--- config.mk ---
export PLATFORM = sky130hd
export DESIGN_NAME = ubf_uart_core
export DESIGN_NICKNAME = d
export VERILOG_FILES = /design/src/ubf_pkg.sv /design/src/ubf_uart_core.sv
export SDC_FILE = /design/constraint.sdc
export NUM_CORES = 1
export LEC_CHECK = 0
export ABC_CLOCK_PERIOD_IN_PS = 18200
export BUFFER_PORTS_ARGS = -buffer_cell sky130_fd_sc_hd__buf_4
export CAP_MARGIN = 30
export CORE_AREA = 2 2 232 234
export CTS_CLUSTER_DIAMETER = 30
export DETAILED_ROUTE_END_ITERATION = 12
export DIE_AREA = 0 0 234 236
export GPL_TIMING_DRIVEN = 1
export PLACE_DENSITY_LB_ADDON = 0.1
export SYNTH_ARGS = -nofsm -noshare
export SYNTH_HDL_FRONTEND = slang
export SYNTH_SLANG_ARGS = --single-unit
--- constraint.sdc ---
create_clock -name CLK_I -period 18.2 [get_ports CLK_I]
set_clock_uncertainty 0.1 [all_clocks]
set_input_delay 3.64 -clock CLK_I [delete_from_list [all_inputs] [get_ports CLK_I]]
set_output_delay 3.64 -clock CLK_I [all_outputs]
set_load 0.01 [all_outputs]
--- src/ubf_pkg.sv ---
// constants and types shared by the serial port buffer and interrupt block
package ubf_pkg;

    // register offsets on the byte-wide host port
    localparam logic [2:0] OFS_DATA  = 3'h0;
    localparam logic [2:0] OFS_IER   = 3'h1;
    localparam logic [2:0] OFS_FIFO  = 3'h2;

    // fifo_setup field positions
    localparam int FCR_ENABLE  = 0;
    localparam int FCR_RX_CLR  = 1;
    localparam int FCR_TX_CLR  = 2;
    localparam int FCR_DMA     = 3;
    localparam int FCR_TRIG_LO = 6;
    localparam int FCR_TRIG_HI = 7;

    // irq_enable_mask field positions, and reset values for it and the trigger
    localparam int IER_DATA  = 0;
    localparam int IER_THRE  = 1;
    localparam int IER_LINE  = 2;
    localparam int IER_MODEM = 3;
    localparam logic [3:0] IER_RESET  = 4'h0;
    localparam logic [1:0] TRIG_RESET = 2'h0;

    // receive trigger levels in bytes, by code
    localparam logic [7:0] TRIG_LVL0 = 8'h01;
    localparam logic [7:0] TRIG_LVL1 = 8'h04;
    localparam logic [7:0] TRIG_LVL2 = 8'h08;
    localparam logic [7:0] TRIG_LVL3 = 8'h0e;

    // irq_source_ident codes for bits 3:0 and the fifo marker in bits 7:6
    localparam logic [3:0] ID_NONE    = 4'h1;
    localparam logic [3:0] ID_LINE    = 4'h6;
    localparam logic [3:0] ID_DATA    = 4'h4;
    localparam logic [3:0] ID_TIMEOUT = 4'hc;
    localparam logic [3:0] ID_THRE    = 4'h2;
    localparam logic [3:0] ID_MODEM   = 4'h0;
    localparam logic [1:0] ID_FIFO_ON = 2'h3;

    // serial timing in baud ticks (fixed 8 data bits, no parity, one stop)
    localparam logic [3:0] TICK_LAST    = 4'hf;
    localparam logic [3:0] SAMPLE_MID   = 4'h7;
    localparam logic [2:0] BIT_LAST     = 3'h7;
    localparam int         OVERSAMPLE   = 16;
    localparam int         CHAR_SLOTS   = 10;
    localparam int         TIMEOUT_CHARS = 4;
    localparam int         TIMEOUT_TICKS = TIMEOUT_CHARS * CHAR_SLOTS * OVERSAMPLE;

    // serial shifter states
    typedef enum logic [1:0] {
        SER_IDLE  = 2'b00,
        SER_START = 2'b01,
        SER_DATA  = 2'b10,
        SER_STOP  = 2'b11
    } ubf_ser_e;

endpackage

--- src/ubf_uart_core.sv ---
// serial port data buffers, fifo control and prioritised interrupt identification
`timescale 1ns/1ps
// What this block does
// [RULE1] read offset zero returns received byte
// [RULE2] serial bits travel least significant first
// [RULE3] hidden shifter assembles byte, then buffers it
// [RULE4] write offset zero loads transmit holding
// [RULE5] all enables clear: no request, ident idle
// [RULE6] enable bits: data, empty, line, modem
// [RULE7] enable bits four to seven read zero
// [RULE8] setup bit zero enables fifos, clear flushes
// [RULE9] host writes bit zero set with others
// [RULE10] setup bit one flushes receive fifo
// [RULE11] setup bit two flushes transmit fifo
// [RULE12] setup bit three ignored, four five reserved
// [RULE13] setup bits seven six pick trigger
// [RULE14] line, data/timeout, empty, modem priority order
// [RULE15] ident value frozen during host read
// [RULE16] ident bit zero low when pending
// [RULE17] ident bits three one encode source
// [RULE18] ident bit three marks timeout in fifo
// [RULE19] ident bits seven six show fifo mode
// [RULE20] four idle character times raise timeout
// [RULE21] empty interrupt cleared by ident read or write
// [RULE22] line, data, modem interrupts clear on reads
// [RULE23] host clears divisor latch select first
// [RULE24] request leaves only with output gate set
module ubf_uart_core #(
    parameter int FIFO_DEPTH = 16
) (
    // clock, reset and enable
    input  wire logic       CLK_I,
    input  wire logic       RESET_I,
    input  wire logic       CE_I,
    // host register port
    input  wire logic [2:0] ADDR_I,
    input  wire logic [7:0] WDATA_I,
    input  wire logic       WR_I,
    input  wire logic       RD_I,
    output logic      [7:0] RDATA_O,
    // state held by the neighbouring line control and modem control logic
    input  wire logic       DIVISOR_LATCH_SELECT_I,
    input  wire logic       IRQ_OUTPUT_GATE_I,
    // events from the line status and modem status logic
    input  wire logic       LINE_ERR_I,
    input  wire logic       LINE_STATUS_RD_I,
    input  wire logic       MODEM_CHANGE_I,
    input  wire logic       MODEM_STATUS_RD_I,
    // serial line and 16x baud tick
    input  wire logic       BAUD_TICK_I,
    input  wire logic       RXD_I,
    output logic            TXD_O,
    // status towards the line status logic and the system
    output logic            DATA_READY_O,
    output logic            TX_EMPTY_O,
    output logic            OVERRUN_O,
    output logic            IRQ_O
);

    localparam int PW = $clog2(FIFO_DEPTH);
    localparam int CW = PW + 1;
    localparam int TW = $clog2(ubf_pkg::TIMEOUT_TICKS);
    localparam logic [TW-1:0] TO_LAST = TW'(ubf_pkg::TIMEOUT_TICKS - 1);

    typedef struct packed {
        logic                          rxd_meta;
        logic                          rxd_sync;
        ubf_pkg::ubf_ser_e             rx_st;
        logic [3:0]                    rx_tick;
        logic [2:0]                    rx_bit;
        logic [7:0]                    rx_shift;
        ubf_pkg::ubf_ser_e             tx_st;
        logic [3:0]                    tx_tick;
        logic [2:0]                    tx_bit;
        logic [7:0]                    tx_shift;
        logic                          txd;
        logic [1:0][7:0]               sk_data;
        logic [1:0]                    sk_cnt;
        logic [FIFO_DEPTH-1:0][7:0]    rx_mem;
        logic [PW-1:0]                 rx_wp;
        logic [PW-1:0]                 rx_rp;
        logic [CW-1:0]                 rx_cnt;
        logic [FIFO_DEPTH-1:0][7:0]    tx_mem;
        logic [PW-1:0]                 tx_wp;
        logic [PW-1:0]                 tx_rp;
        logic [CW-1:0]                 tx_cnt;
        logic [3:0]                    irq_enable_mask;
        logic                          fifo_en;
        logic [1:0]                    trig;
        logic [TW-1:0]                 to_cnt;
        logic                          to_flag;
        logic                          thre_pend;
        logic                          ls_pend;
        logic                          ms_pend;
        logic                          rd_prev;
        logic [7:0]                    rdata;
        logic                          overrun;
    } ubf_state_s;

    ubf_state_s q;
    ubf_state_s n;

    // per-cycle strobes, all but ident_now given a value at the top of the comb process
    logic          rd_start;
    logic          rx_done;
    logic          rx_pop;
    logic          rx_push;
    logic          rx_flush;
    logic          tx_push;
    logic          tx_pop;
    logic          tx_flush;
    logic          thre_clr;
    logic          thre_set;
    logic          sk_ready;
    logic [CW-1:0] cap;
    logic [3:0]    ident_now;

    ////////////////////////////////////////////////////////////////////////////
    // helpers

    // trigger code to byte count
    function automatic logic [CW-1:0] trig_level(input logic [1:0] code);
        logic [7:0] lvl;
        case (code)
            2'h0:    lvl = ubf_pkg::TRIG_LVL0;
            2'h1:    lvl = ubf_pkg::TRIG_LVL1;
            2'h2:    lvl = ubf_pkg::TRIG_LVL2;
            2'h3:    lvl = ubf_pkg::TRIG_LVL3;
            default: lvl = ubf_pkg::TRIG_LVL0;
        endcase
        return lvl[CW-1:0]; // [RULE13]
    endfunction

    // highest enabled pending source; an all-clear mask reports none
    function automatic logic [3:0] ident_of(input ubf_state_s s);
        logic data_avail;
        data_avail = s.fifo_en ? (s.rx_cnt >= trig_level(s.trig)) : (s.rx_cnt != '0);
        if (s.ls_pend && s.irq_enable_mask[ubf_pkg::IER_LINE])
            return ubf_pkg::ID_LINE; // [RULE14] [RULE17] [RULE6]
        else if (data_avail && s.irq_enable_mask[ubf_pkg::IER_DATA])
            return ubf_pkg::ID_DATA; // [RULE22]
        else if (s.to_flag && s.fifo_en && s.irq_enable_mask[ubf_pkg::IER_DATA])
            return ubf_pkg::ID_TIMEOUT; // [RULE18]
        else if (s.thre_pend && s.irq_enable_mask[ubf_pkg::IER_THRE])
            return ubf_pkg::ID_THRE;
        else if (s.ms_pend && s.irq_enable_mask[ubf_pkg::IER_MODEM])
            return ubf_pkg::ID_MODEM;
        else
            return ubf_pkg::ID_NONE; // [RULE5] [RULE16]
    endfunction

    assign ident_now = ident_of(q);

    ////////////////////////////////////////////////////////////////////////////
    // next-state logic

    always_comb
    begin
        n        = q;
        rd_start = RD_I && !q.rd_prev;
        rx_done  = 1'b0;
        rx_pop   = 1'b0;
        rx_push  = 1'b0;
        rx_flush = 1'b0;
        tx_push  = 1'b0;
        tx_pop   = 1'b0;
        tx_flush = 1'b0;
        thre_clr = 1'b0;
        thre_set = 1'b0;
        sk_ready = (q.sk_cnt != 2'h2);
        cap      = q.fifo_en ? CW'(FIFO_DEPTH) : CW'(1);
        n.overrun = 1'b0;
        n.rd_prev = RD_I;

        // the first flop only feeds the second
        n.rxd_meta = RXD_I;
        n.rxd_sync = q.rxd_meta;

        // host read: data is latched on the first cycle and held for the whole access
        if (rd_start)
        begin
            case (ADDR_I)
                ubf_pkg::OFS_DATA:
                begin
                    n.rdata = DIVISOR_LATCH_SELECT_I ? 8'h00 : q.rx_mem[q.rx_rp]; // [RULE1]
                    rx_pop  = !DIVISOR_LATCH_SELECT_I && (q.rx_cnt != '0); // [RULE22]
                end
                ubf_pkg::OFS_IER:
                    n.rdata = DIVISOR_LATCH_SELECT_I ? 8'h00 : {4'h0, q.irq_enable_mask}; // [RULE7]
                ubf_pkg::OFS_FIFO:
                begin
                    n.rdata  = {q.fifo_en ? ubf_pkg::ID_FIFO_ON : 2'h0, 2'h0, ident_now}; // [RULE15] [RULE19]
                    thre_clr = (ident_now == ubf_pkg::ID_THRE); // [RULE21]
                end
                default:
                    n.rdata = 8'h00;
            endcase
        end

        // host write; divisor latch select set routes offsets 0 and 1 elsewhere
        if (WR_I)
        begin
            case (ADDR_I)
                ubf_pkg::OFS_DATA:
                    if (!DIVISOR_LATCH_SELECT_I)
                    begin
                        tx_push  = (q.tx_cnt < cap); // [RULE4]
                        thre_clr = 1'b1; // [RULE21]
                    end
                ubf_pkg::OFS_IER:
                    if (!DIVISOR_LATCH_SELECT_I)
                    begin
                        n.irq_enable_mask    = WDATA_I[3:0]; // [RULE6] [RULE7]
                        thre_set = WDATA_I[ubf_pkg::IER_THRE] && !q.irq_enable_mask[ubf_pkg::IER_THRE]
                                   && (q.tx_cnt == '0);
                    end
                ubf_pkg::OFS_FIFO:
                begin
                    // bit 3 (dma) and bits 5:4 are dropped on purpose
                    n.fifo_en = WDATA_I[ubf_pkg::FCR_ENABLE]; // [RULE8] [RULE12]
                    if (!WDATA_I[ubf_pkg::FCR_ENABLE] || !q.fifo_en)
                    begin
                        // mode change or disable empties both fifos
                        rx_flush = 1'b1; // [RULE8]
                        tx_flush = 1'b1;
                    end
                    if (WDATA_I[ubf_pkg::FCR_ENABLE])
                    begin
                        // other fields only take effect alongside bit 0
                        n.trig = WDATA_I[ubf_pkg::FCR_TRIG_HI:ubf_pkg::FCR_TRIG_LO]; // [RULE9] [RULE13]
                        if (WDATA_I[ubf_pkg::FCR_RX_CLR])
                            rx_flush = 1'b1; // [RULE10]
                        if (WDATA_I[ubf_pkg::FCR_TX_CLR])
                            tx_flush = 1'b1; // [RULE11]
                    end
                end
                default: ;
            endcase
        end

        // receive shifter, sampled mid-bit on the 16x tick
        if (BAUD_TICK_I)
        begin
            n.rx_tick = q.rx_tick + 4'h1;
            case (q.rx_st)
                ubf_pkg::SER_IDLE:
                begin
                    n.rx_tick = 4'h0;
                    if (!q.rxd_sync)
                        n.rx_st = ubf_pkg::SER_START;
                end
                ubf_pkg::SER_START:
                    if (q.rx_tick == ubf_pkg::SAMPLE_MID)
                    begin
                        // a glitch shorter than half a bit is not a start
                        n.rx_st   = q.rxd_sync ? ubf_pkg::SER_IDLE : ubf_pkg::SER_DATA;
                        n.rx_tick = 4'h0;
                        n.rx_bit  = 3'h0;
                    end
                ubf_pkg::SER_DATA:
                    if (q.rx_tick == ubf_pkg::TICK_LAST)
                    begin
                        n.rx_shift = {q.rxd_sync, q.rx_shift[7:1]}; // [RULE2] [RULE3]
                        n.rx_bit   = q.rx_bit + 3'h1;
                        if (q.rx_bit == ubf_pkg::BIT_LAST)
                            n.rx_st = ubf_pkg::SER_STOP;
                    end
                ubf_pkg::SER_STOP:
                    if (q.rx_tick == ubf_pkg::TICK_LAST)
                    begin
                        rx_done = 1'b1; // [RULE3]
                        n.rx_st = ubf_pkg::SER_IDLE;
                    end
                default:
                    n.rx_st = ubf_pkg::SER_IDLE;
            endcase
        end

        // two-entry skid between shifter and fifo: a full fifo stalls the drain
        rx_push = (q.sk_cnt != 2'h0) && (q.rx_cnt < cap) && !rx_flush;
        if (rx_push)
        begin
            n.sk_data[0] = q.sk_data[1];
            n.sk_cnt     = q.sk_cnt - 2'h1;
        end
        if (rx_done)
        begin
            if (sk_ready)
            begin
                n.sk_data[n.sk_cnt[0]] = q.rx_shift;
                n.sk_cnt               = n.sk_cnt + 2'h1;
            end
            else
                n.overrun = 1'b1; // word lost only once the skid is also full
        end

        // receive fifo pointers
        if (rx_flush)
        begin
            n.rx_wp  = '0;
            n.rx_rp  = '0;
            n.rx_cnt = '0; // [RULE10]
        end
        else
        begin
            if (rx_push)
            begin
                n.rx_mem[q.rx_wp] = q.sk_data[0];
                n.rx_wp           = q.rx_wp + PW'(1);
            end
            if (rx_pop)
                n.rx_rp = q.rx_rp + PW'(1);
            n.rx_cnt = q.rx_cnt + CW'(rx_push) - CW'(rx_pop);
        end

        // transmit shifter reloads only when the previous byte is fully out
        tx_pop = (q.tx_st == ubf_pkg::SER_IDLE) && (q.tx_cnt != '0) && !tx_flush; // [RULE4]
        if (tx_pop)
        begin
            n.tx_shift = q.tx_mem[q.tx_rp];
            n.tx_st    = ubf_pkg::SER_START;
            n.tx_tick  = 4'h0;
            n.txd      = 1'b0;
        end
        else if (BAUD_TICK_I && (q.tx_st != ubf_pkg::SER_IDLE))
        begin
            n.tx_tick = q.tx_tick + 4'h1;
            if (q.tx_tick == ubf_pkg::TICK_LAST)
            begin
                case (q.tx_st)
                    ubf_pkg::SER_START:
                    begin
                        n.tx_st  = ubf_pkg::SER_DATA;
                        n.tx_bit = 3'h0;
                        n.txd    = q.tx_shift[0]; // [RULE2]
                    end
                    ubf_pkg::SER_DATA:
                    begin
                        n.tx_shift = {1'b0, q.tx_shift[7:1]};
                        n.tx_bit   = q.tx_bit + 3'h1;
                        if (q.tx_bit == ubf_pkg::BIT_LAST)
                        begin
                            n.tx_st = ubf_pkg::SER_STOP;
                            n.txd   = 1'b1;
                        end
                        else
                            n.txd = q.tx_shift[1]; // [RULE2]
                    end
                    ubf_pkg::SER_STOP:
                        n.tx_st = ubf_pkg::SER_IDLE;
                    default:
                        n.tx_st = ubf_pkg::SER_IDLE;
                endcase
            end
        end

        // transmit fifo pointers; a flush leaves the shifter running
        if (tx_flush)
        begin
            n.tx_wp  = '0;
            n.tx_rp  = '0;
            n.tx_cnt = '0; // [RULE11]
        end
        else
        begin
            if (tx_push)
            begin
                n.tx_mem[q.tx_wp] = WDATA_I; // [RULE4]
                n.tx_wp           = q.tx_wp + PW'(1);
            end
            if (tx_pop)
                n.tx_rp = q.tx_rp + PW'(1);
            n.tx_cnt = q.tx_cnt + CW'(tx_push) - CW'(tx_pop);
        end

        // character timeout: any traffic through the fifo restarts the wait
        if (!q.fifo_en || (q.rx_cnt == '0) || rx_push || rx_pop || rx_flush)
        begin
            n.to_cnt  = '0;
            n.to_flag = 1'b0; // [RULE20]
        end
        else if (BAUD_TICK_I && !q.to_flag)
        begin
            if (q.to_cnt == TO_LAST)
                n.to_flag = 1'b1; // [RULE20]
            else
                n.to_cnt = q.to_cnt + TW'(1);
        end

        // sticky sources; a set in the clearing cycle wins
        thre_set = thre_set || (tx_pop && (q.tx_cnt == CW'(1)) && !tx_push)
                   || (tx_flush && (q.tx_cnt != '0));
        if (thre_set)
            n.thre_pend = 1'b1;
        else if (thre_clr || tx_push)
            n.thre_pend = 1'b0; // [RULE21]
        if (LINE_ERR_I)
            n.ls_pend = 1'b1;
        else if (LINE_STATUS_RD_I)
            n.ls_pend = 1'b0; // [RULE22]
        if (MODEM_CHANGE_I)
            n.ms_pend = 1'b1;
        else if (MODEM_STATUS_RD_I)
            n.ms_pend = 1'b0; // [RULE22]
    end

    ////////////////////////////////////////////////////////////////////////////
    // state register; clock enable low freezes everything

    always_ff @(posedge CLK_I or posedge RESET_I)
    begin
        if (RESET_I)
        begin
            q          <= '0;
            q.rxd_meta <= 1'b1;
            q.rxd_sync <= 1'b1;
            q.txd      <= 1'b1;
            q.irq_enable_mask      <= ubf_pkg::IER_RESET;
            q.trig     <= ubf_pkg::TRIG_RESET;
        end
        else if (CE_I)
        begin
            q <= n;
        end
    end

    ////////////////////////////////////////////////////////////////////////////
    // outputs

    assign RDATA_O      = q.rdata;
    assign TXD_O        = q.txd;
    assign OVERRUN_O    = q.overrun;
    assign DATA_READY_O = (q.rx_cnt != '0);
    assign TX_EMPTY_O   = (q.tx_cnt == '0) && (q.tx_st == ubf_pkg::SER_IDLE);
    // request gated by the modem-control output bit
    assign IRQ_O        = IRQ_OUTPUT_GATE_I && !ident_now[0]; // [RULE24] [RULE5]

endmodule

==> impl_metrics.csv, run 1 <==
group,metric,value,unit
grt,track_usage,0.175,
cts,cts_hold_buf,0,
cts,clockBufferDepth,3,
power,power.density,161,mW/mm^2
layout,drive_gt1_frac,0.413,
cts,cts_sinks,368,
timing,setup_viol,0,
floorplanning,core,0.0531,sq mm
yosys,synth-seq-cells,368,
yosys,ys_seq_area_frac,0.505,
timing,min_period_over_period,0.424,
route,wire_per_inst,21.4,um
floorplanning,core.rowCount,85,
hold_path,hold_depth,1,
worst_setup_path,crit_arrival,3.97,ns
cts,clk_latency,0.63,ns
hold_path,hold_path_class,"flip-flop to flip-flop",
yosys,syn_avg_cell_area,13.5,sq um
cts,postCtsSetupRepairBufs,0,
floorplanning,dieArea,0.0552,sq mm
grt,grt_start_max_net_pins,108,
yosys,synthesis.instances,1350,
yosys,synth.area.top_cells,"dfrtp_1 50%, mux2_2 16%, mux4_2 9.4%",
cts,root_buffer,"clkbuf_16",
placement,dpl.cell_count,2005,
route,drc,0,
yosys,synth.net_count,1420,
layout,n_antenna_cell,0,
yosys,synth.most_common_cell,"dfrtp_1",
power,power_leakage,10.3,nW
placement,hpwl,29100,um
power,p_total,3.65,mW
route,vias,11500,
timing,rsz0062_at_grt,"false",
grt,grt_pass1_vias,12000,
grt,grt_overflow,0,
route,drt_first_pass_iters,5,
layout,fillers,4848,
timing,finalSetupTns,0,ns
layout,finalNonFillerCells,2196,
timing,whs,0.374,ns
cts,clk_pin_slew,0.04,ns
timing,slew_headroom,0.369,
worst_setup_path,timing.rr.end,"q[176]",
layout,synthToLayoutAreaGrowth,24.0,%
worst_setup_path,worst_ep_required_time,14.46,ns
route,drtIter0Drc,614,
yosys,netlist_area,0.0182,sq mm
route,post_drt_via_cell_ratio,5.23,
cts,cts_buffers,101,
timing,period_needed,7.71,ns
yosys,ys.flop_type,"dfrtp_1",
worst_setup_path,cp-end-kind,"output pin",
route,ant_nets,0,
status,status,"finished, final reports clean",
floorplanning,die_y,236,um
timing,hold_violations,0,
cts,tritoncts,"done",
yosys,ys.warnings.count,0,
grt,antenna_found_initial,0,
worst_setup_path,timing.rr.start,"q[26]",
timing,worst_pin_slew,0.939,ns
worst_setup_path,crit_fanout,1,
worst_setup_path,timing_worst_setup_path_type,"primary input to output pin",
worst_setup_path,critPathCapture,"IRQ_O",
placement,io_buffers,36,
placement,place_congestion,0.752,
worst_setup_path,reg2reg_slack,14.34,ns
worst_setup_path,cp-startpoint,"IRQ_OUTPUT_GATE_I",
cts,cts_resized,0,
yosys,yosys.area.top_type_share,0.501,
yosys,synth_cell_type_count,86,
yosys,async_reset_ff_frac,1.00,
cts,htree_levels,3,
yosys,synth_common_cells,"365 x dfrtp_1, 257 x mux2_2, 76 x mux4_2",
power,ir_drop,72.4,uV
floorplanning,ios,37,
floorplanning,initial_core_util,0.344,
run,maxCapViolations,0,
worst_setup_path,cp-start-kind,"primary input",
route,wirelength,46900,um
timing,final_max_slew_viol_count,0,
grt,grt_pass1_wl,73400,um
floorplanning,chipWidth,234,um
worst_setup_path,r2r_cells,14,
layout,nets,1483,
yosys,yosys.area.top_type,"dfrtp_1",
yosys,synth_edf_count,0,
timing,timing.fmax,0.130,GHz
-- metal layers --
metal / track usage / wire [um] / vias to the layer above
li1: - / - / 5194
met1: 0.242 / 22000 / 6000
met2: 0.273 / 22100 / 198
met3: 0.0330 / 1720 / 91
met4: 0.0652 / 1150 / 0
met5: 0 / 0 / -
-- where the power goes --
group / switching [mW] / internal (mW) / total [mW]
sequential: 0.164 / 0.981 / 1.14
combinational: 0.336 / 0.333 / 0.669
clock: 0.531 / 1.30 / 1.83
-- final cells by class --
type / instances / area, sq um / share of cell area
Sequential cell: 368 / 9220 / 0.408
Multi-Input combinational cell: 852 / 8340 / 0.369
Tap cell: 696 / 871 / 0.0385
Timing Repair Buffer: 53 / 418 / 0.0185
Clock buffer: 146 / 3010 / 0.133
Inverter: 37 / 146 / 0.00647
Clock inverter: 44 / 606 / 0.0268
-- placed cells by master (no fill, tap or decap), types with 7 or more instances in the layout --
master and count:
nor2_1 37, o211ai_1 7, nand4_1 9, clkbuf_16 103
mux4_2 76, clkbuf_8 27, ha_1 44, clkinv_2 24
a21oi_1 35, bufinv_16 12, a211oi_1 7, mux2_4 8
nand2b_1 18, clkbuf_1 16, o21ai_0 45, mux2_1 19
a22oi_1 8, buf_4 52, mux2i_1 7, a22o_1 8
mux2_2 257, and3_1 10, inv_1 35, nand2_1 70
xor2_1 7, dfrtp_1 363, nor3_1 14, and3_2 9
nand3_1 28
-- worst max-delay path, cell delays in order --
cell and delay (ns):
buf_4 0.11, o21a_1 0.09, buf_4 0.14
-- metrics by stage --
stage / cell area (sq um) / util / worst slack (ns)
2_1_floorplan: 18200 / - / 4.25
3_3_place_gp: 19000 / 0.357 / 10.49
3_5_place_dp: 19000 / 0.357 / 10.49
4_1_cts: 22600 / 0.426 / 10.48
5_1_grt: 22600 / 0.426 / 10.48
6_report: 22600 / 0.426 / 10.49
-- logic make-up after synthesis --
logic type                 share of synthesized area
AOI/OAI and AO/OA                             0.0634
and+or+nand+nor                               0.0816
muxes                                          0.275
buffers and inverters                         0.0377
xor gates and xnor gates                     0.00480
DFF                                            0.505
adders and majority gates                     0.0324
-- worst min-delay path by stage --
stage	from	endpoint
final	q[134]	q[134]
after detailed placement	q[341]	q[341]
after floorplan	q[346]	q[346]
after global routing	q[341]	q[341]
after CTS	q[341]	q[341]
after global placement	q[341]	q[341]
-- flip-flops by register name, summed over array words and instances, names as in the netlist, named ones only --
| signal | flops |
|---|---|
| n | 1 |
| OVERRUN_O | 1 |
| q | 356 |
| RDATA_O | 8 |
| TXD_O | 1 |
(Power assumes the default switching activity.)
==> run 2, diff against run 1 <==
- ABC_AREA: default -> 1
- ABC_CLOCK_PERIOD_IN_PS: 18200 -> 6700
- CORE_AREA: 2 2 232 234 -> 2 2 231 233
- DIE_AREA: 0 0 234 236 -> 0 0 233 235
- clock period: 18.2 -> 6.7 ns (I/O delays scaled with it)
==> run 2 against run 1 <==
  * Synthesized cell count is 61% higher
  * Combinational power grew to 4.2 times the previous value
  * Total power rose to 3.0 times the previous value
  * Utilization is 0.55 points higher
==> impl_metrics.csv, run 2 <==
group,metric,value,unit
status,status,"finished, final reports clean",
worst_setup_path,r2r_cells,15,
placement,dpl-instance-area,0.0188,sq mm
layout,nets,2282,
power,ir_drop,215,uV
hold_path,hold_path_class,"flip-flop to flip-flop",
layout,final_common_cell,"nand2_1",
hold_path,hp-start,"q[358]",
power,power_frac_comb,0.253,
yosys,yosys.area.top_type,"dfrtp_1",
timing,timing.fmax,0.235,GHz
worst_setup_path,crit_arrival,2.81,ns
cts,postCtsSetupRepairBufs,0,
cts,cts_buffers,106,
floorplanning,chipWidth,233,um
yosys,synth_simple_gate_area_frac,0.232,
yosys,synth_edf_count,0,
placement,hpwl,32800,um
worst_setup_path,cp-end-kind,"output pin",
floorplanning,die_y,235,um
timing,rsz0062_at_grt,"false",
route,drtIter0Drc,1239,
route,wire_per_inst,17.7,um
worst_setup_path,reg2reg_slack,3.36,ns
grt,grt_pass1_vias,14800,
cts,cts_sinks,368,
layout,largest_register_ffs,356,
power,p_seq_frac,0.282,
floorplanning,initial_core_util,0.346,
yosys,synth_compound_area_frac,0.158,
power,power_leakage,10.4,nW
hold_path,hold_depth,2,
timing,final_max_slew_viol_count,0,
yosys,synthesis.instances,2178,
yosys,ys.warnings.count,0,
worst_setup_path,crit_buf_inv,3,
layout,drive_gt1_frac,0.130,
timing,finalSetupTns,0,ns
route,drt_first_pass_iters,5,
worst_setup_path,worstPathCellList,"inv_1 > nor3_1 > nand3_1 > nand2_1 > nand3_1 > o21ai_0 > inv_1 > buf_4",
timing,hold_violations,0,
worst_setup_path,timing.rr.start,"q[33]",
yosys,synthAdderAreaFrac,0.0327,
yosys,synth_common_cells,"574 x nand2_1, 365 x dfrtp_1, 291 x o21ai_0",
power,power.density,493,mW/mm^2
layout,finalInstanceArea,0.0225,sq mm
cts,clockBufferDepth,3,
timing,min_period_over_period,0.635,
timing,period_needed,4.25,ns
layout,top_register,"q",
layout,synthToLayoutAreaGrowth,24.7,%
grt,antenna_found_initial,2,
power,swShare,0.344,
floorplanning,core,0.0522,sq mm
floorplanning,dieArea,0.0548,sq mm
yosys,ys.flop_type,"dfrtp_1",
worst_setup_path,slowest_stage,"dfrtp_1",
run,maxCapViolations,0,
route,wirelength,52900,um
yosys,netlist_area,0.0181,sq mm
yosys,async_reset_ff_frac,1.00,
cts,root_buffer,"clkbuf_16",
worst_setup_path,timing.rr.end,"q[35]",
placement,place_congestion,0.786,
timing,setup_viol,0,
yosys,synth_xor_xnor_area_share,0.00872,
layout,fillers,5187,
cts,cts_hold_buf,0,
power,clkPwrFrac,0.464,
yosys,yosys-mux-area-fraction,0,
cts,tritoncts,"done",
placement,io_buffers,36,
floorplanning,core.rowCount,84,
route,post_drt_via_cell_ratio,5.01,
worst_setup_path,crit_fanout,7,
yosys,synth.area.top_cells,"dfrtp_1 51%, nand2_1 12%, o21ai_0 8.1%",
yosys,synth.net_count,2248,
cts,cts_resized,0,
hold_path,hold-path-endpoint,"q[358]",
yosys,synth.most_common_cell,"nand2_1",
yosys,synth-seq-cells,368,
power,power.switching,3.82,mW
worst_setup_path,timing_worst_setup_path_type,"flip-flop to output pin",
grt,grt_start_max_net_pins,170,
layout,final_cell_mix,"574 x nand2_1, 363 x dfrtp_1, 291 x o21ai_0",
worst_setup_path,worst_path_dominant_cell_family,"simple AND/OR/NAND/NOR gates",
timing,slew_headroom,0.319,
cts,clk_pin_slew,0.04,ns
cts,htree_levels,3,
yosys,syn_avg_cell_area,8.30,sq um
worst_setup_path,worst_ep_required_time,5.26,ns
placement,dpl.cell_count,2792,
cts,clk_latency,0.64,ns
yosys,ys_seq_area_frac,0.510,
grt,track_usage,0.198,
yosys,yosys.area.top_type_share,0.505,
yosys,synth_top_family_by_area,"simple AND/OR/NAND/NOR gates",
floorplanning,ios,37,
yosys,synth_cell_type_count,52,
power,cell_internal_pwr,7.29,mW
layout,finalNonFillerCells,2988,
route,vias,15000,
timing,worst_pin_slew,1.02,ns
worst_setup_path,cp-start-kind,"flip-flop",
grt,grt_pass1_wl,85000,um
worst_setup_path,critPathMaxStageDelay,0.51,ns
route,ant_nets,0,
route,drc,0,
layout,finish.utilization,0.431,
grt,grt_overflow,0,
[run 2: cell types whose count changed after synthesis, moves of 76 or more]
cell / delta
o21ai_0: +246
nor2_1: +139
o21ai_1: +126
mux2_2: -257
mux4_2: -76
nand3_1: +112
inv_1: +87
nand2_1: +504
[run 2: routing by layer]
layer	part of all wire	global-route usage	routed length (um)
met1	0.48	0.278	25400
met3	0.047	0.0420	2510
met2	0.45	0.307	23900
met5	0.00025	0	13
met4	0.021	0.0569	1090
[run 2: worst register-to-register path: stages, from the launching register on]
cell and delay, ns:
dfrtp_1 0.35, inv_1 0.10, ha_1 0.21, nor3b_1 0.15, nand2_1 0.20, nand2_1 0.17, nor2_2 0.52, ha_1 0.21
inv_1 0.04, ha_1 0.20, fa_1 0.41, a21oi_1 0.16, nor2_1 0.06, nor2_1 0.10, xor2_1 0.14, o21ai_0 0.08
[run 2: worst max-delay path by stage]
stage | start | endpoint | slack [ns] | cells past startpoint
detailed placement | WDATA_I[1] | q[176] | 2.25 | 14
global route | q[26] | IRQ_O | 2.30 | 8
global placement | WDATA_I[1] | q[176] | 2.32 | 14
CTS | q[26] | IRQ_O | 2.48 | 8
floorplan | RESET_I | OVERRUN_O | 0.32 | 1
finish | q[26] | IRQ_O | 2.45 | 8
[run 2: layout make-up]
| class | instances | area [sq um] | share of cell area |
|---|---|---|---|
| flip-flops and latches | 368 | 9220 | 0.409 |
| inverters | 134 | 512 | 0.0227 |
| well taps | 688 | 861 | 0.0382 |
| diodes | 1 | 2.50 | 0.000111 |
| multi-input cells | 1554 | 7800 | 0.346 |
| clock inverters | 56 | 743 | 0.0330 |
| repair buffers | 48 | 418 | 0.0185 |
| clock buffers | 139 | 2990 | 0.133 |
[run 2: kinds of logic (layout without fill, tap and decap cells)]
| kind of cell | Yosys count | in the layout |
|---|---|---|
| compound gates | 527 | 527 |
| xor+xnor | 18 | 18 |
| fa+ha+maj | 46 | 46 |
| buf+inv | 256 | 377 |
| flops | 368 | 368 |
| other cells | 0 | 1 |
| simple gates | 963 | 963 |
[run 2: power groups by stage]
stage	sequential, mW	clock, mW	combinational (mW)
3_5_place_dp	3.16	0	2.83
5_1_grt	3.21	5.38	3.22
2_1_floorplan	2.96	0	2.15
6_report	3.13	5.16	2.81
3_3_place_gp	3.15	0	2.79
4_1_cts	3.13	5.24	2.85
[run 2: metrics by stage]
step / total power [mW] / setup slack [ns] / hold slack, ns
after detailed placement: 5.99 / 2.25 / 0.366
after global routing: 11.8 / 2.30 / 0.385
after global placement: 5.94 / 2.32 / 0.358
final: 11.1 / 2.45 / 0.371
after CTS: 11.2 / 2.48 / 0.378
after floorplan: 5.11 / 0.324 / 0.344
==> run 3, diff against run 2 <==
- ABC_AREA: 1 -> 0
- ABC_CLOCK_PERIOD_IN_PS: 6700 -> 4100
- CORE_AREA: 2 2 231 233 -> 2 2 232 234
- DIE_AREA: 0 0 233 235 -> 0 0 234 236
- clock period: 6.7 -> 4.1 ns (I/O delays scaled with it)
==> run 3 against run 2 <==
  * Cell area grew 1.4%
  * Sequential cell count is the same
  * Global-route usage shrank 2.4 points
  * Register-to-register slack lost 2.6 ns
  * Die area grew 0.86%
  * Non-clock buffer count grew 26
  * Sequential power grew 63%
  * Count of clock-buffer cells in the layout shrank 14
  * Final cell count shrank 26%
  * First-iteration DRC count shrank 56%
  * Total power grew 48%
  * Worst hold slack lost 0.25 ns
==> impl_metrics.csv, run 3 (synthesized netlist as in run 1, its figures left out) <==
group,metric,value,unit
status,status,"finished, final reports clean",
timing,whs,0.125,ns
placement,dpl.cell_count,2027,
worst_setup_path,worst_ep_required_time,3.18,ns
worst_setup_path,crit_arrival,2.83,ns
worst_setup_path,cp-end-kind,"output pin",
layout,largest_register_ffs,356,
grt,track_usage,0.174,
timing,setup_viol,0,
timing,timing.fmax,0.267,GHz
timing,rsz0062_at_grt,"false",
placement,io_buffers,36,
timing,worst_pin_slew,0.825,ns
route,wire_per_inst,20.8,um
cts,clk_latency,0.63,ns
layout,synthToLayoutAreaGrowth,25.3,%
floorplanning,initial_core_util,0.344,
worst_setup_path,critPathCapture,"IRQ_O",
grt,grt_start_max_net_pins,114,
worst_setup_path,cp-startpoint,"q[172]",
route,vias,11500,
worst_setup_path,timing.rr.start,"q[313]",
route,post_drt_via_cell_ratio,5.20,
layout,top_register,"q",
floorplanning,core,0.0531,sq mm
floorplanning,core.rowCount,85,
timing,slew_headroom,0.450,
layout,final_cell_mix,"363 x dfrtp_1, 257 x mux2_2, 99 x clkbuf_16",
cts,htree_levels,3,
cts,root_buffer,"clkbuf_16",
cts,postCtsSetupRepairBufs,0,
layout,finish.utilization,0.431,
worst_setup_path,crit_fanout,4,
run,maxCapViolations,0,
route,wirelength,46100,um
cts,tritoncts,"done",
power,power_leakage,10.4,nW
worst_setup_path,timing.rr.end,"q[176]",
worst_setup_path,r2r_cells,14,
grt,grt_pass1_wl,73500,um
timing,final_max_slew_viol_count,0,
floorplanning,die_y,236,um
layout,drive_gt1_frac,0.422,
route,drt_first_pass_iters,5,
floorplanning,chipWidth,234,um
placement,place_congestion,0.766,
route,drc,0,
floorplanning,ios,37,
timing,hold_violations,0,
hold_path,hold_path_class,"primary input to asynchronous set/reset pin",
layout,nets,1501,
worst_setup_path,timing_worst_setup_path_type,"flip-flop to output pin",
cts,clk_pin_slew,0.04,ns
worst_setup_path,cp-start-kind,"flip-flop",
layout,finalNonFillerCells,2211,
layout,finalInstanceArea,0.0229,sq mm
placement,dpl-instance-area,0.0192,sq mm
placement,hpwl,30500,um
timing,period_needed,3.75,ns
power,power.density,720,mW/mm^2
grt,antenna_found_initial,0,
cts,cts_hold_buf,0,
worst_setup_path,reg2reg_slack,0.75,ns
cts,cts_sinks,368,
cts,cts_buffers,98,
layout,n_antenna_cell,0,
route,drtIter0Drc,542,
route,ant_nets,0,
timing,min_period_over_period,0.915,
grt,grt_overflow,0,
floorplanning,dieArea,0.0552,sq mm
power,ir_drop,365,uV
layout,final_common_cell,"dfrtp_1",
cts,cts_resized,0,
grt,grt_pass1_vias,12200,
cts,clockBufferDepth,3,
==> run 3: how the worst min path moves through the flow <==
stage	startpoint	endpoint	slack [ns]	depth (start not counted)
floorplan	q[346]	q[346]	0.34	1
global placement	q[342]	q[342]	0.36	2
detailed placement	q[342]	q[342]	0.37	2
CTS	RESET_I	q[205]	0.10	2
global route	RESET_I	q[205]	0.12	2
finish	RESET_I	q[205]	0.13	2
==> run 3: final cells by class <==
class | instances | area [sq um]
well taps | 696 | 871
repair buffers | 74 | 631
clock inverters | 59 | 925
multi-input cells | 852 | 8340
clock buffers | 125 | 2730
fillers | 4830 | 30200
flip-flops and latches | 368 | 9220
inverters | 37 | 143
==> run 3: worst max-delay path, stage by stage, from the launching register on <==
cell	delay, ns
dfrtp_1	0.40
inv_1	0.09
ha_1	0.28
nand2b_1	0.14
a211oi_1	0.42
o21ai_0	0.19
and2_1	0.23
o21a_1	0.28
buf_4	0.17
==> run 3: per-stage QoR <==
stage | setup WS (ns) | total power [mW] | setup TNS (ns)
2_1_floorplan | -1.76 | 7.25 | -642.06
3_3_place_gp | 0.448 | 8.15 | 0
3_5_place_dp | 0.407 | 8.18 | 0
4_1_cts | 0.332 | 16.7 | 0
5_1_grt | 0.144 | 17.3 | 0
6_report | 0.348 | 16.4 | 0
==> run 3: where the power goes <==
part           switching, mW  internal [mW]
combinational           1.45           1.52
sequential             0.759           4.35
clock                   2.37           5.99
==> run 3: per-layer routing <==
layer | track usage | vias to the layer above | share of wire
li1 | - | 5241 | -
met1 | 0.231 | 6020 | 0.46
met2 | 0.285 | 154 | 0.49
met3 | 0.0382 | 74 | 0.032
met4 | 0.0516 | 0 | 0.019
met5 | 0 | - | 0
